### config.mk
export PLATFORM = sky130hd
export DESIGN_NAME = rsrb_register_bank
export DESIGN_NICKNAME = d
export VERILOG_FILES = /design/src/hdl/rsrb_pkg.sv /design/src/hdl/rsrb_register_bank.sv
export VERILOG_INCLUDE_DIRS = /design/src /design/src/hdl
export SDC_FILE = /design/constraint.sdc
export NUM_CORES = 1
export LEC_CHECK = 0
export ABC_AREA = 1
export BUFFER_PORTS_ARGS = -buffer_cell sky130_fd_sc_hd__clkbuf_2
export CAP_MARGIN = 40
export CORE_MARGIN = 1
export CORE_UTILIZATION = 45
export DETAILED_ROUTE_END_ITERATION = 7
export GPL_TIMING_DRIVEN = 0
export PLACE_DENSITY_LB_ADDON = 0.1
export SLEW_MARGIN = 20
export SYNTH_ARGS = -nofsm -noshare
export SYNTH_HDL_FRONTEND = slang
export SYNTH_SLANG_ARGS = --single-unit
### constraint.sdc
create_clock -name clk -period 2.9 [get_ports clk]
set_input_delay 0.29 -clock clk [delete_from_list [all_inputs] [get_ports clk]]
set_output_delay 0.29 -clock clk [all_outputs]
set_load 0.01 [all_outputs]
### src/hdl/rsrb_defines.svh
// register offsets, reset values and timing constants for the radio register bank
`ifndef RSRB_DEFINES_SVH
`define RSRB_DEFINES_SVH
`define RSRB_ADDR_REVISION   6'h00
`define RSRB_ADDR_CONTROL    6'h03
`define RSRB_ADDR_RATE       6'h04
`define RSRB_ADDR_CONFIG     6'h05
`define RSRB_ADDR_SERIAL     6'h06
`define RSRB_ADDR_RX_IRQ_EN  6'h07
`define RSRB_ADDR_RX_FLAGS   6'h08
`define RSRB_ADDR_RX_BYTE_A  6'h09
`define RSRB_ADDR_RX_VAL_A   6'h0a
`define RSRB_ADDR_RX_BYTE_B  6'h0b
`define RSRB_ADDR_RX_VAL_B   6'h0c
`define RSRB_ADDR_TX_IRQ_EN  6'h0d
`define RSRB_ADDR_TX_FLAGS   6'h0e
`define RSRB_ADDR_TX_BYTE    6'h0f
`define RSRB_ADDR_TX_VALID   6'h10
`define RSRB_ADDR_CODE_LO    6'h11
`define RSRB_ADDR_CODE_HI    6'h18
`define RSRB_ADDR_THRESH_LO  6'h19
`define RSRB_ADDR_THRESH_HI  6'h1a
`define RSRB_ADDR_WAKE_EN    6'h1c
`define RSRB_ADDR_WAKE_STAT  6'h1d
`define RSRB_ADDR_ANALOG     6'h20
`define RSRB_ADDR_CHANNEL    6'h21
`define RSRB_ADDR_STRENGTH   6'h22
`define RSRB_ADDR_AMP_BIAS   6'h23
`define RSRB_ADDR_XTAL_TRIM  6'h24
`define RSRB_ADDR_VCO_CAL    6'h26
`define RSRB_ADDR_POWER      6'h2e
`define RSRB_ADDR_SENSE      6'h2f
`define RSRB_ADDR_CLK_MAN    6'h32
`define RSRB_ADDR_CLK_EN     6'h33
`define RSRB_ADDR_SETTLE     6'h38
`define RSRB_ADDR_SERNUM_LO  6'h3c
`define RSRB_ADDR_SERNUM_HI  6'h3f
`define RSRB_DEF_CONFIG      8'h01
`define RSRB_DEF_SERIAL      8'h03
`define RSRB_DEF_THRESH_LO   8'h08
`define RSRB_DEF_THRESH_HI   8'h38
`define RSRB_DEF_WAKE_STAT   1'b1
`define RSRB_DEF_ANALOG      8'h04
`define RSRB_DEF_SETTLE      8'h64
`define RSRB_DEF_CODE        64'h1e8b6a3de0e9b222
`define RSRB_CMD_WRITE_BIT   7
`define RSRB_CMD_INC_BIT     6
`define RSRB_CTL_RX_BIT      7
`define RSRB_CTL_TX_BIT      6
`define RSRB_CTL_HALF_BIT    5
`define RSRB_CTL_BYPASS_BIT  4
`define RSRB_CTL_AMPMODE_BIT 3
`define RSRB_CTL_AMPSW_BIT   2
`define RSRB_RATE_WIDTH_BIT  2
`define RSRB_CLK_PERIOD_NS   25
`define RSRB_SETTLE_UNIT_NS  2000
`define RSRB_UNIT_CYCLES     (`RSRB_SETTLE_UNIT_NS / `RSRB_CLK_PERIOD_NS)
`endif

### src/hdl/rsrb_pkg.sv
// types shared by the radio register bank
package rsrb_pkg;
    // host access phase inside one select frame
    typedef enum logic [0:0] {
        RSRB_PH_CMD  = 1'b0,
        RSRB_PH_DATA = 1'b1
    } rsrb_phase_t;
    // synthesizer settle sequencer
    typedef enum logic [1:0] {
        RSRB_ST_IDLE  = 2'b00,
        RSRB_ST_LOCK  = 2'b01,
        RSRB_ST_COUNT = 2'b10
    } rsrb_settle_t;
    // read-only values that the radio core reports
    typedef struct packed {
        logic [7:0] rxIrqFlags;
        logic [7:0] rxByteA;
        logic [7:0] rxValidA;
        logic [7:0] rxByteB;
        logic [7:0] rxValidB;
        logic [7:0] txIrqFlags;
        logic [7:0] signalStrength;
    } rsrb_status_t;
endpackage : rsrb_pkg

### src/hdl/rsrb_register_bank.sv
// register bank of the radio modem with byte-level host access and settle sequencer
`timescale 1ns/1ps
`include "rsrb_defines.svh"
module rsrb_register_bank
    import rsrb_pkg::*;
#(
    parameter bit          TX_ONLY      = 1'b0,
    parameter logic [3:0]  SILICON_REV  = 4'h0,
    parameter logic [3:0]  PRODUCT_CODE = 4'h5,          // arbitrary value
    parameter logic [31:0] SERIAL_NUM   = 32'h1234_5678  // arbitrary value
)(
    input  wire logic         clk,
    input  wire logic         resetn,
    input  wire logic         frameActive,
    input  wire logic         byteValid,
    input  wire logic [7:0]   byteIn,
    output logic              readValid,
    output logic [7:0]        readByte,
    input  wire rsrb_status_t coreStatus,
    input  wire logic         wakeEvent,
    input  wire logic         settleStart,
    input  wire logic         synthLock,
    input  wire logic         basebandAmpRequest,
    output logic              rxEnable,
    output logic              txEnable,
    output logic              codeHalfUpper,
    output logic              amplifierOn,
    output logic              wakeFlag,
    output logic              settleDone
);

    logic [7:0]   regFile [0:63];
    rsrb_phase_t  phase;
    logic         dirWrite;
    logic         autoInc;
    logic [5:0]   addr;
    logic [5:0]   stepAddr;
    logic [5:0]   fetchAddr;
    logic         cmdTaken;
    logic         dataTaken;
    logic         readFetch;
    logic         writeNow;
    logic [7:0]   readMux;
    rsrb_settle_t settleState;
    logic [6:0]   unitCount;
    logic [7:0]   unitsLeft;

    // reset value of a stored register
    function automatic logic [7:0] defaultOf(input logic [5:0] a);
        logic [5:0] idx;
        idx = a - `RSRB_ADDR_CODE_LO;
        if (a >= `RSRB_ADDR_CODE_LO && a <= `RSRB_ADDR_CODE_HI) begin
            return 8'(`RSRB_DEF_CODE >> {idx[2:0], 3'h0});
        end
        unique case (a)
            `RSRB_ADDR_CONFIG:    return `RSRB_DEF_CONFIG;
            `RSRB_ADDR_SERIAL:    return `RSRB_DEF_SERIAL;
            `RSRB_ADDR_THRESH_LO: return `RSRB_DEF_THRESH_LO;
            `RSRB_ADDR_THRESH_HI: return `RSRB_DEF_THRESH_HI;
            `RSRB_ADDR_ANALOG:    return `RSRB_DEF_ANALOG;
            `RSRB_ADDR_SETTLE:    return `RSRB_DEF_SETTLE;
            default:              return 8'h00;
        endcase
    endfunction : defaultOf

    // receive-only registers, dead in the transmit-only variant
    function automatic logic isRxReg(input logic [5:0] a);
        return (a >= `RSRB_ADDR_RX_IRQ_EN && a <= `RSRB_ADDR_RX_VAL_B) ||
               a == `RSRB_ADDR_THRESH_LO || a == `RSRB_ADDR_THRESH_HI ||
               a == `RSRB_ADDR_STRENGTH;
    endfunction : isRxReg

    // host-writable registers; read-only and unmapped ones are not stored
    function automatic logic isWritable(input logic [5:0] a);
        logic rw;
        rw = 1'b0;
        unique case (a)
            `RSRB_ADDR_CONTROL, `RSRB_ADDR_RATE, `RSRB_ADDR_CONFIG, `RSRB_ADDR_SERIAL,
            `RSRB_ADDR_RX_IRQ_EN, `RSRB_ADDR_TX_IRQ_EN, `RSRB_ADDR_TX_BYTE, `RSRB_ADDR_TX_VALID,
            `RSRB_ADDR_THRESH_LO, `RSRB_ADDR_THRESH_HI, `RSRB_ADDR_WAKE_EN, `RSRB_ADDR_ANALOG,
            `RSRB_ADDR_CHANNEL, `RSRB_ADDR_AMP_BIAS, `RSRB_ADDR_XTAL_TRIM, `RSRB_ADDR_VCO_CAL,
            `RSRB_ADDR_POWER, `RSRB_ADDR_SENSE, `RSRB_ADDR_CLK_MAN, `RSRB_ADDR_CLK_EN,
            `RSRB_ADDR_SETTLE: rw = 1'b1;
            default:           rw = (a >= `RSRB_ADDR_CODE_LO && a <= `RSRB_ADDR_CODE_HI);
        endcase
        return rw && !(TX_ONLY && isRxReg(a));
    endfunction : isWritable

    // command and data byte decode within a select frame
    assign cmdTaken  = frameActive && byteValid && phase == RSRB_PH_CMD;
    assign dataTaken = frameActive && byteValid && phase == RSRB_PH_DATA;
    assign stepAddr  = autoInc ? addr + 6'h01 : addr;
    assign writeNow  = dataTaken && dirWrite;
    assign readFetch = (cmdTaken && !byteIn[`RSRB_CMD_WRITE_BIT]) || (dataTaken && !dirWrite);
    assign fetchAddr = cmdTaken ? byteIn[5:0] : stepAddr;

    // frame phase and address pointer; a dropped select always restarts at a command byte
    always_ff @(posedge clk or negedge resetn) begin
        if (!resetn) begin
            phase    <= RSRB_PH_CMD;
            dirWrite <= 1'b0;
            autoInc  <= 1'b0;
            addr     <= 6'h00;
        end else if (!frameActive) begin
            phase <= RSRB_PH_CMD;
        end else if (cmdTaken) begin
            phase    <= RSRB_PH_DATA;
            dirWrite <= byteIn[`RSRB_CMD_WRITE_BIT];
            autoInc  <= byteIn[`RSRB_CMD_INC_BIT];
            addr     <= byteIn[5:0];
        end else if (dataTaken) begin
            addr <= stepAddr;
        end
    end

    // stored registers; writes to read-only or unmapped addresses fall away
    always_ff @(posedge clk or negedge resetn) begin
        if (!resetn) begin
            for (int i = 0; i < 64; i++) begin
                regFile[i] <= defaultOf(6'(i));
            end
        end else if (writeNow && isWritable(addr)) begin
            regFile[addr] <= byteIn;
        end
    end

    // read value for the fetched address
    always_comb begin
        readMux = 8'h00;
        if (fetchAddr == `RSRB_ADDR_REVISION) begin
            readMux = {SILICON_REV, PRODUCT_CODE};
        end else if (fetchAddr >= `RSRB_ADDR_SERNUM_LO) begin
            readMux = 8'(SERIAL_NUM >> {fetchAddr[1:0], 3'h0});
        end else if (TX_ONLY && isRxReg(fetchAddr)) begin
            readMux = 8'h00;
        end else begin
            unique case (fetchAddr)
                `RSRB_ADDR_RX_FLAGS:  readMux = coreStatus.rxIrqFlags;
                `RSRB_ADDR_RX_BYTE_A: readMux = coreStatus.rxByteA;
                `RSRB_ADDR_RX_VAL_A:  readMux = coreStatus.rxValidA;
                `RSRB_ADDR_RX_BYTE_B: readMux = coreStatus.rxByteB;
                `RSRB_ADDR_RX_VAL_B:  readMux = coreStatus.rxValidB;
                `RSRB_ADDR_TX_FLAGS:  readMux = coreStatus.txIrqFlags;
                `RSRB_ADDR_STRENGTH:  readMux = coreStatus.signalStrength;
                `RSRB_ADDR_WAKE_STAT: readMux = {7'h00, wakeFlag};
                default:              readMux = isWritable(fetchAddr) ? regFile[fetchAddr] : 8'h00;
            endcase
        end
    end

    // read answer, one cycle after the byte that asks for it
    always_ff @(posedge clk or negedge resetn) begin
        if (!resetn) begin
            readValid <= 1'b0;
            readByte  <= 8'h00;
        end else begin
            readValid <= readFetch;
            if (readFetch) begin
                readByte <= readMux;
            end
        end
    end

    // wake flag: a wake event landing on the clearing read still wins
    always_ff @(posedge clk or negedge resetn) begin
        if (!resetn) begin
            wakeFlag <= `RSRB_DEF_WAKE_STAT;
        end else if (wakeEvent) begin
            wakeFlag <= 1'b1;
        end else if (readFetch && fetchAddr == `RSRB_ADDR_WAKE_STAT) begin
            wakeFlag <= 1'b0;
        end
    end

    // control outputs, registered so the core sees clean levels
    always_ff @(posedge clk or negedge resetn) begin
        if (!resetn) begin
            rxEnable      <= 1'b0;
            txEnable      <= 1'b0;
            codeHalfUpper <= 1'b0;
            amplifierOn   <= 1'b0;
        end else begin
            rxEnable      <= regFile[`RSRB_ADDR_CONTROL][`RSRB_CTL_RX_BIT];
            txEnable      <= regFile[`RSRB_ADDR_CONTROL][`RSRB_CTL_TX_BIT];
            // half select is meaningless for 64-chip codes, so it is forced low there
            codeHalfUpper <= regFile[`RSRB_ADDR_RATE][`RSRB_RATE_WIDTH_BIT] &&
                             regFile[`RSRB_ADDR_CONTROL][`RSRB_CTL_HALF_BIT];
            amplifierOn   <= regFile[`RSRB_ADDR_CONTROL][`RSRB_CTL_AMPMODE_BIT]
                           ? regFile[`RSRB_ADDR_CONTROL][`RSRB_CTL_AMPSW_BIT]
                           : basebandAmpRequest;
        end
    end

    // settle sequencer: optional lock wait, then the programmed count of 2 us units
    always_ff @(posedge clk or negedge resetn) begin
        if (!resetn) begin
            settleState <= RSRB_ST_IDLE;
            unitCount   <= 7'h00;
            unitsLeft   <= 8'h00;
            settleDone  <= 1'b0;
        end else begin
            settleDone <= 1'b0;
            unique case (settleState)
                RSRB_ST_IDLE: begin
                    if (settleStart) begin
                        unitCount   <= 7'h00;
                        unitsLeft   <= regFile[`RSRB_ADDR_SETTLE];
                        settleState <= regFile[`RSRB_ADDR_CONTROL][`RSRB_CTL_BYPASS_BIT]
                                     ? RSRB_ST_COUNT : RSRB_ST_LOCK;
                    end
                end
                RSRB_ST_LOCK: begin
                    // the count is sampled at start; a later write takes effect next time
                    if (synthLock) begin
                        settleState <= RSRB_ST_COUNT;
                    end
                end
                RSRB_ST_COUNT: begin
                    if (unitsLeft == 8'h00) begin
                        settleDone  <= 1'b1;
                        settleState <= RSRB_ST_IDLE;
                    end else if (unitCount == 7'(`RSRB_UNIT_CYCLES - 1)) begin
                        unitCount <= 7'h00;
                        unitsLeft <= unitsLeft - 8'h01;
                    end else begin
                        unitCount <= unitCount + 7'h01;
                    end
                end
                default: settleState <= RSRB_ST_IDLE;
            endcase
        end
    end
endmodule : rsrb_register_bank

# ---- Word-level counts from Yosys, hierarchy flattened
# Cells that the tools add are included.
dict set report totals {
  regBits 553
  in_bits 72
  out_inout_bits 15
}
dict set report classes {
  add_sub_neg 3
  n_lt_le_gt_ge 8
  bitwise 3
  n_eq_ne 59
  n_mux 39
  n_reduce_logical 29
  shifts 1
}
# cell count
set op_table {}
lappend op_table {{bitwise mux 512 bit} 1}
lappend op_table {{== test 6 bit (second input constant)} 21}
lappend op_table {{2-to-1 mux 8 bit} 9}
lappend op_table {{case mux 8 bit (8 select lines)} 1}
lappend op_table {{== test 6 x 4 -> 1 bit (second input constant)} 10}
lappend op_table {{== test 6 x 5 -> 1 bit (second input constant)} 9}
lappend op_table {{binary-select mux 8 bit (select 6 bit)} 1}
lappend op_table {{demux 8 bit (select 6 bit)} 1}
lappend op_table {{== test 6 x 3 -> 1 bit (second input constant)} 8}
lappend op_table {{OR reduction 21 bit} 2}
lappend op_table {{>> shifter 29 x 5 -> 8 bit (first input constant)} 1}
lappend op_table {{2-to-1 mux 6 bit} 4}
lappend op_table {{2-to-1 mux 7 bit} 3}
lappend op_table {{case mux 8 bit (2 select lines)} 1}
lappend op_table {{greater-or-equal comparator 7 bit (second input constant)} 2}
lappend op_table {{NOT 6 -> 7 bit} 2}
lappend op_table {{case mux 7 bit (2 select lines)} 1}
lappend op_table {{== test 6 x 2 -> 1 bit (second input constant)} 2}
lappend op_table {{greater-or-equal comparator 6 x 5 -> 1 bit (second input constant)} 2}
lappend op_table {{<= comparator 6 x 5 -> 1 bit (second input constant)} 2}
lappend op_table {{logical AND 1 bit} 12}
lappend op_table {{2-to-1 mux 1 bit} 12}
lappend op_table {{!= test 2 bit (second input constant)} 5}
lappend op_table {{logical NOT 8 bit} 1}
lappend op_table {{21 further kinds} 29}

# ---- Longest topological paths before layout
dict set report logic_depth {
  ltp_word 13
  mapped_depth 26
  mapped_depth_nobuf 24
}

# ---- Worst setup path after synthesis
# No wires, ideal clock.
dict set report synth_path {
  kind {register -> register}
  from {register addr[0]}
  to {register readByte[7]}
  arrival_time_ns 2.687
  setup_slack_ns 0.096
  path_stages_with_launch 22
  setup_time_ns 0.117
  path_buffers 2
  period_less_slack_ns 2.804
  cell_sequence {dfrtp_1 > inv_2 > ha_1 > inv_1 > nand2_1 > nand2_1 > nand2_1 > o21ai_2 > buf_2 > buf_2 > ha_1 > nand4_1 > nor2_4 > inv_2 > nand2_1 > nor2_1 > nand2_2 > inv_1 > nor2_1 > nor2_1 > nand2_1 > nand2_1}
}
dict set report synth_between {
  elab_chain_len 13
  elab_cells_between_ends 51
  classes_between {1 x add/sub; 3 x order compare; 29 x eq/ne; 1 x shift; 13 x mux; 1 x bitwise; 3 x reduce/logical}
}
# element line
set synth_rtl {}
lappend synth_rtl {{start: declaration} rsrb_register_bank.sv:36} ;# logic [5:0] addr;
lappend synth_rtl {{start signal: assignment} rsrb_register_bank.sv:110} ;# addr <= byteIn[5:0];
lappend synth_rtl {{start signal: assignment} rsrb_register_bank.sv:112} ;# addr <= stepAddr;
lappend synth_rtl {{adder 6 x 1 -> 6 bit} rsrb_register_bank.sv:92} ;# assign stepAddr = autoInc ? addr + 6'h01 : addr;
lappend synth_rtl {{2-to-1 mux 6 bit (*)} rsrb_register_bank.sv:92}
lappend synth_rtl {{2-to-1 mux 6 bit (*)} rsrb_register_bank.sv:95} ;# assign fetchAddr = cmdTaken ? byteIn[5:0] : stepAddr;
lappend synth_rtl {{greater-or-equal comparator 6 x 5 -> 1 bit (no source line) (tied with other cells)} -}
lappend synth_rtl {{logical AND 1 bit (no source line) / OR reduction 21 bit (equally long branches)} -}
lappend synth_rtl {{2-to-1 mux 1 bit} rsrb_register_bank.sv:77} ;# unique case (a)
lappend synth_rtl {{2-to-1 mux 1 bit} rsrb_register_bank.sv:137} ;# unique case (fetchAddr)
lappend synth_rtl {{2-to-1 mux 1 bit} rsrb_register_bank.sv:132} ;# end else if (fetchAddr >= `RSRB_ADDR_SERNUM_LO) begin
lappend synth_rtl {{2-to-1 mux 1 bit} rsrb_register_bank.sv:130} ;# if (fetchAddr == `RSRB_ADDR_REVISION) begin
lappend synth_rtl {{2-to-1 mux 8 bit} rsrb_register_bank.sv:146} ;# default: readMux = isWritable(fetchAddr) ? regFile[fetchAddr] : 8'h00;
lappend synth_rtl {{case mux 8 bit (8 select lines)} rsrb_register_bank.sv:137}
lappend synth_rtl {{2-to-1 mux 8 bit} rsrb_register_bank.sv:132}
lappend synth_rtl {{2-to-1 mux 8 bit (*)} rsrb_register_bank.sv:130}
lappend synth_rtl {{end signal: assignment} rsrb_register_bank.sv:159} ;# readByte <= readMux;
lappend synth_rtl {{end: declaration} rsrb_register_bank.sv:18} ;# output logic [7:0] readByte,
# Mark *: on every way between the ends. The rest lies on a longest branch, timed or not. The select of a mux whose other input is x is not followed.
# A chain may end at the register's enable or synchronous reset.

# ---- Final worst setup path
dict set report layout_path {
  from {register autoInc}
  to {register readByte[5]}
}
dict set report layout_between {
  elab_chain_len 12
  elab_cells_between_ends 50
  classes_between {3 x order compare; 29 x eq/ne; 1 x shift; 13 x mux; 1 x bitwise; 3 x reduce/logical}
}
# element line
set layout_rtl {}
lappend layout_rtl {{start: declaration} rsrb_register_bank.sv:35} ;# logic autoInc;
lappend layout_rtl {{start signal: assignment} rsrb_register_bank.sv:109} ;# autoInc <= byteIn[`RSRB_CMD_INC_BIT];
lappend layout_rtl {{2-to-1 mux 6 bit (*)} rsrb_register_bank.sv:92}
lappend layout_rtl {{2-to-1 mux 6 bit (*)} rsrb_register_bank.sv:95}
lappend layout_rtl {{greater-or-equal comparator 6 x 5 -> 1 bit (no source line) (tied with other cells)} -}
lappend layout_rtl {{logical AND 1 bit (no source line) / OR reduction 21 bit (equally long branches)} -}
lappend layout_rtl {{2-to-1 mux 1 bit} rsrb_register_bank.sv:77}
lappend layout_rtl {{2-to-1 mux 1 bit} rsrb_register_bank.sv:137}
lappend layout_rtl {{2-to-1 mux 1 bit} rsrb_register_bank.sv:132}
lappend layout_rtl {{2-to-1 mux 1 bit} rsrb_register_bank.sv:130}
lappend layout_rtl {{2-to-1 mux 8 bit} rsrb_register_bank.sv:146}
lappend layout_rtl {{case mux 8 bit (8 select lines)} rsrb_register_bank.sv:137}
lappend layout_rtl {{2-to-1 mux 8 bit} rsrb_register_bank.sv:132}
lappend layout_rtl {{2-to-1 mux 8 bit (*)} rsrb_register_bank.sv:130}
# Marked as above.

==> summary.txt <==
Final layout
  – Multi-input gate area: 0.0112 mm2
  – Core Util, Final: 54.5%
  – Nets: 3,630
  – Fin area: 0.0314 mm2
  – Seq. cell area: 0.0139 mm2
  – Fill cells: 5,568
  – Fraction of layout instances using a drive strength above 1: 16.5%
  – Synthesis-to-layout area growth: 19.4%
  – Post-route insts no fill: 4,364

Critical path
  – Startpoint Class: register
  – Worst path bufs/invs: 3
  – Reg2reg setup slack: -20 ps
  – Top cell by count, worst path: nand2_1
  – Critical path capture point type: register
  – R2r startpoint: autoInc
  – CP arrival: 3480 ps
  – CP max-delay cell: dfrtp_2
  – CP Max Fanout: 10
  – Reg2Reg Depth: 21
  – Crit path to: readByte[5]
  – Reg-to-reg endpoint: readByte[5]
  – CP Cell Sequence: inv_1, nand2_1, nand2_1, nand2_4, nand2_2, buf_4, buf_4, nand2_1, nand3_1, nand2_1, nand2_1, nand2_1, nor2_2, nor2_1, nor2_2, nand3_4, nand2_2, nand2_2, nand2_1, nand2_1, nand2_1
  – Crit path kind: reg2reg
  – WP data required: 3470 ps
  – Critical path origin: autoInc
  – Max incr delay on CP: 490 ps
  – Critical path depth in cells: 21
  – Worst path top cell family by delay: simple AND/OR/NAND/NOR gates

Yosys
  – Largest family of logic cells by synthesized area: simple AND/OR/NAND/NOR gates
  – Multiplexer share of the synthesized area: 0.0808%
  – Seq cells post-synth: 553
  – Seq/Total Area, Yosys: 52.8%
  – Adder-cell area share of the yosys netlist: 0.618%
  – XOR/XNOR Fraction of Synth Area: 0.166%
  – Avg Inst Size Synth: 7.85 um2
  – Post-synth design cell area: 0.0263 mm2
  – Syn_nets: 3,435
  – Number of synthesis warnings: 0
  – Gate Count Post-Synth: 3,350
  – Simple logic cell fraction of the synthesized area: 29.6%
  – Yosys cell types: 43
  – Synth Area in Compound Gates: 10.1%

Placed design
  – Buffers on Ports: 86
  – Inst Count DP: 4,211
  – Gpl congestion: 0.995
  – Hpwl dp: 75.0 mm
  – DP Area: 0.0279 mm2

STA
  – Final WS setup: -15.6 ps
  – Finish-stage setup viols: 5
  – Final Hold Viols: 0
  – Worst Skew: 30.2 ps
  – Min Tclk post-route: 2920 ps
  – Fmax: 343 MHz
  – Fin crit share: 101%
  – Max Transition Viols Final: 0
  – RSZ-0062 raised after global routing: yes
  – Slew Limit Headroom: 44.2%
  – Slew @ Worst Pin: 837 ps

Clock network
  – Clock sinks: 553
  – H-tree depth: 2
  – CTS tree: yes
  – Root Buffer: clkbuf_16
  – Clock Latency Late Sink: 660 ps
  – Clk slew on worst S/H paths: 70 ps
  – CTS buffer count: 61
  – CTS Buffer Depth: 3

Floorplanning
  – DIE HEIGHT: 244 um
  – Die area: 0.0594 mm2
  – CORE AREA: 0.0577 mm2
  – Die Span X: 244 um
  – Rows: 88
  – Initial Utilization: 45.6%
  – I/O pin count: 87

Detailed routing
  – DR top layer: met4
  – DRT Pass-1 Iters: 6
  – M1 WL: 43.6 mm
  – Number of vias per cell: 5.67
  – Met2 WL: 46.2 mm
  – WL final: 105 mm
  – Final ANT Viol Nets: 0
  – Average wire per standard cell: 24.1 um
  – Routed vias: 24,700
  – DRC viols: 0
  – Met3 Routed Length: 10.0 mm
  – Initial DRC count: 2,846

GRT
  – Grt total ovfl: 0
  – GRT Total Usage: 35.8%
  – Vias in the first global route: 23,600
  – Largest net degree at the start of global routing: 95
  – Initial antenna violation count: 2
  – First-pass GRT wire length: 156 mm

Run status
  – Run status: complete, but fails checks
  – Failing checks: setup timing

Run
  – Max Cap Violations: 0

Power
  – Peak supply drop: 0.521 mV
  – Static Leakage: 14.4 nW
  – Power per Cell Area: 803 mW/mm2

Worst hold path
  – Hold Path Depth: 7
  – Min-delay worst type: in2reg
-- layer usage --
layer  vias up  track usage [%]
met5         -                0
li1      11100                -
met4         0             16.1
met3       286             6.60
met1     12100             49.8
met2      1270             54.4
-- metrics by stage --
| stage | setup WS (ps) | total power, mW | hold WS (ps) | setup TNS [ps] |
|---|---|---|---|---|
| finish | -15.6 | 25.2 | 82.3 | -39.2 |
| global route | -141 | 26.0 | 104 | -9530 |
| CTS | -67.7 | 24.6 | 54.0 | -67.7 |
| detailed placement | -1370 | 15.8 | 322 | -33990 |
| global placement | -11320 | 15.7 | 435 | -6068070 |
| floorplan | 95.9 | 12.4 | -5.59 | 0 |
-- worst reg2reg max path, delay by kind of cell, from the launching register on --
family,cells,cell delay [ps]
flip-flops,1,490
buffers and inverters,3,580
AND/OR/NAND/NOR,18,1760
-- area by class of cell --
class                      count  area share (%)
tap                          765            3.05
antenna                        1         0.00796
timing repair buffer         144            3.59
inverter                      78            1.01
clock inverter                30            1.07
clock buffer                  86            5.64
buffer                       319            5.87
multi-input combinational   2388            35.5
sequential                   553            44.2
-- report_power, final --
part           internal, mW  switching (mW)  total (mW)
logic                  2.62            6.04        8.66
clock network          4.79            3.40        8.19
registers              8.12           0.248        8.37
total                  15.5            9.69        25.2
-- sequential cells by signal, indices dropped and copies added, names as in the netlist --
signal         flops
amplifierOn        1
phase              1
rxEnable           1
regFile          512
unitsLeft          8
readByte           8
codeHalfUpper      1
txEnable           1
readValid          1
settleDone         1
wakeFlag           1
unitCount          7
settleState        2
dirWrite           1
autoInc            1
addr               6
-- Yosys cell counts, drive strengths merged --
| master | count | share of area (%) |
|---|---|---|
| mux2 | 1 | 0.043 |
| nand2 | 1273 | 18 |
| buf | 126 | 2.6 |
| nor4 | 2 | 0.048 |
| o31ai | 3 | 0.10 |
| nand3 | 343 | 7.3 |
| o22ai | 5 | 0.12 |
| o211ai | 6 | 0.17 |
| clkinv | 2 | 0.029 |
| a21oi | 36 | 0.68 |
| nor3 | 12 | 0.25 |
| inv | 76 | 1.1 |
| o21ai | 470 | 9.0 |
| xnor2 | 1 | 0.033 |
| and2 | 1 | 0.024 |
| dfrtp | 510 | 49 |
| mux2i | 1 | 0.038 |
| o2111a | 1 | 0.043 |
| dfstp | 43 | 4.3 |
| clkbuf | 205 | 2.9 |
| ha | 13 | 0.62 |
| nand4 | 17 | 0.40 |
| o21bai | 1 | 0.029 |
| nand3b | 2 | 0.057 |
| or2 | 1 | 0.024 |
| nor2 | 194 | 3.1 |
| a31oi | 1 | 0.024 |
| xor2 | 4 | 0.13 |
-- worst min-delay path by stage --
stage,start,end,slack [ps]
floorplan,resetn,addr[0],-6
global placement,regFile[446],regFile[446],430
detailed placement,resetn,unitCount[6],320
CTS,byteValid,phase,50
global route,coreStatus[20],readByte[4],100
finish,coreStatus[20],readByte[4],80
-- timing repair --
action / CTS / global route
buffers inserted: 20 / 18
endpoints found under the hold margin: 65 / 0
cloned: 2 / 0
hold buffers: 7 / 0
resized for setup: 144 / 191
pin swaps: 8 / 32
endpoints found under the setup margin: 271 / 336
-- cells by family after synthesis --
kind of cell	count (synthesis)
simple gates	1845
flops	553
compound gates	523
buf+inv	409
fa+ha+maj	13
xor+xnor	5
mux	2
-- cell usage in the layout, fill, tap and decap left out, drive strengths merged, types with 2 or more instances in the layout --
master / netlist / final
a21oi: 36 / 36
buf: 126 / 158
bufinv: 0 / 6
clkbuf: 205 / 383
clkinv: 2 / 21
clkinvlp: 0 / 5
dfrtp: 510 / 510
dfstp: 43 / 43
dlygate4sd3: 0 / 7
ha: 13 / 13
inv: 76 / 76
nand2: 1273 / 1273
nand3: 343 / 343
nand3b: 2 / 2
nand4: 17 / 17
nor2: 194 / 194
nor3: 12 / 12
nor4: 2 / 2
o211ai: 6 / 6
o21ai: 470 / 470
o22ai: 5 / 5
o31ai: 3 / 3
xor2: 4 / 4
Power figures use the tool's default switching activity.
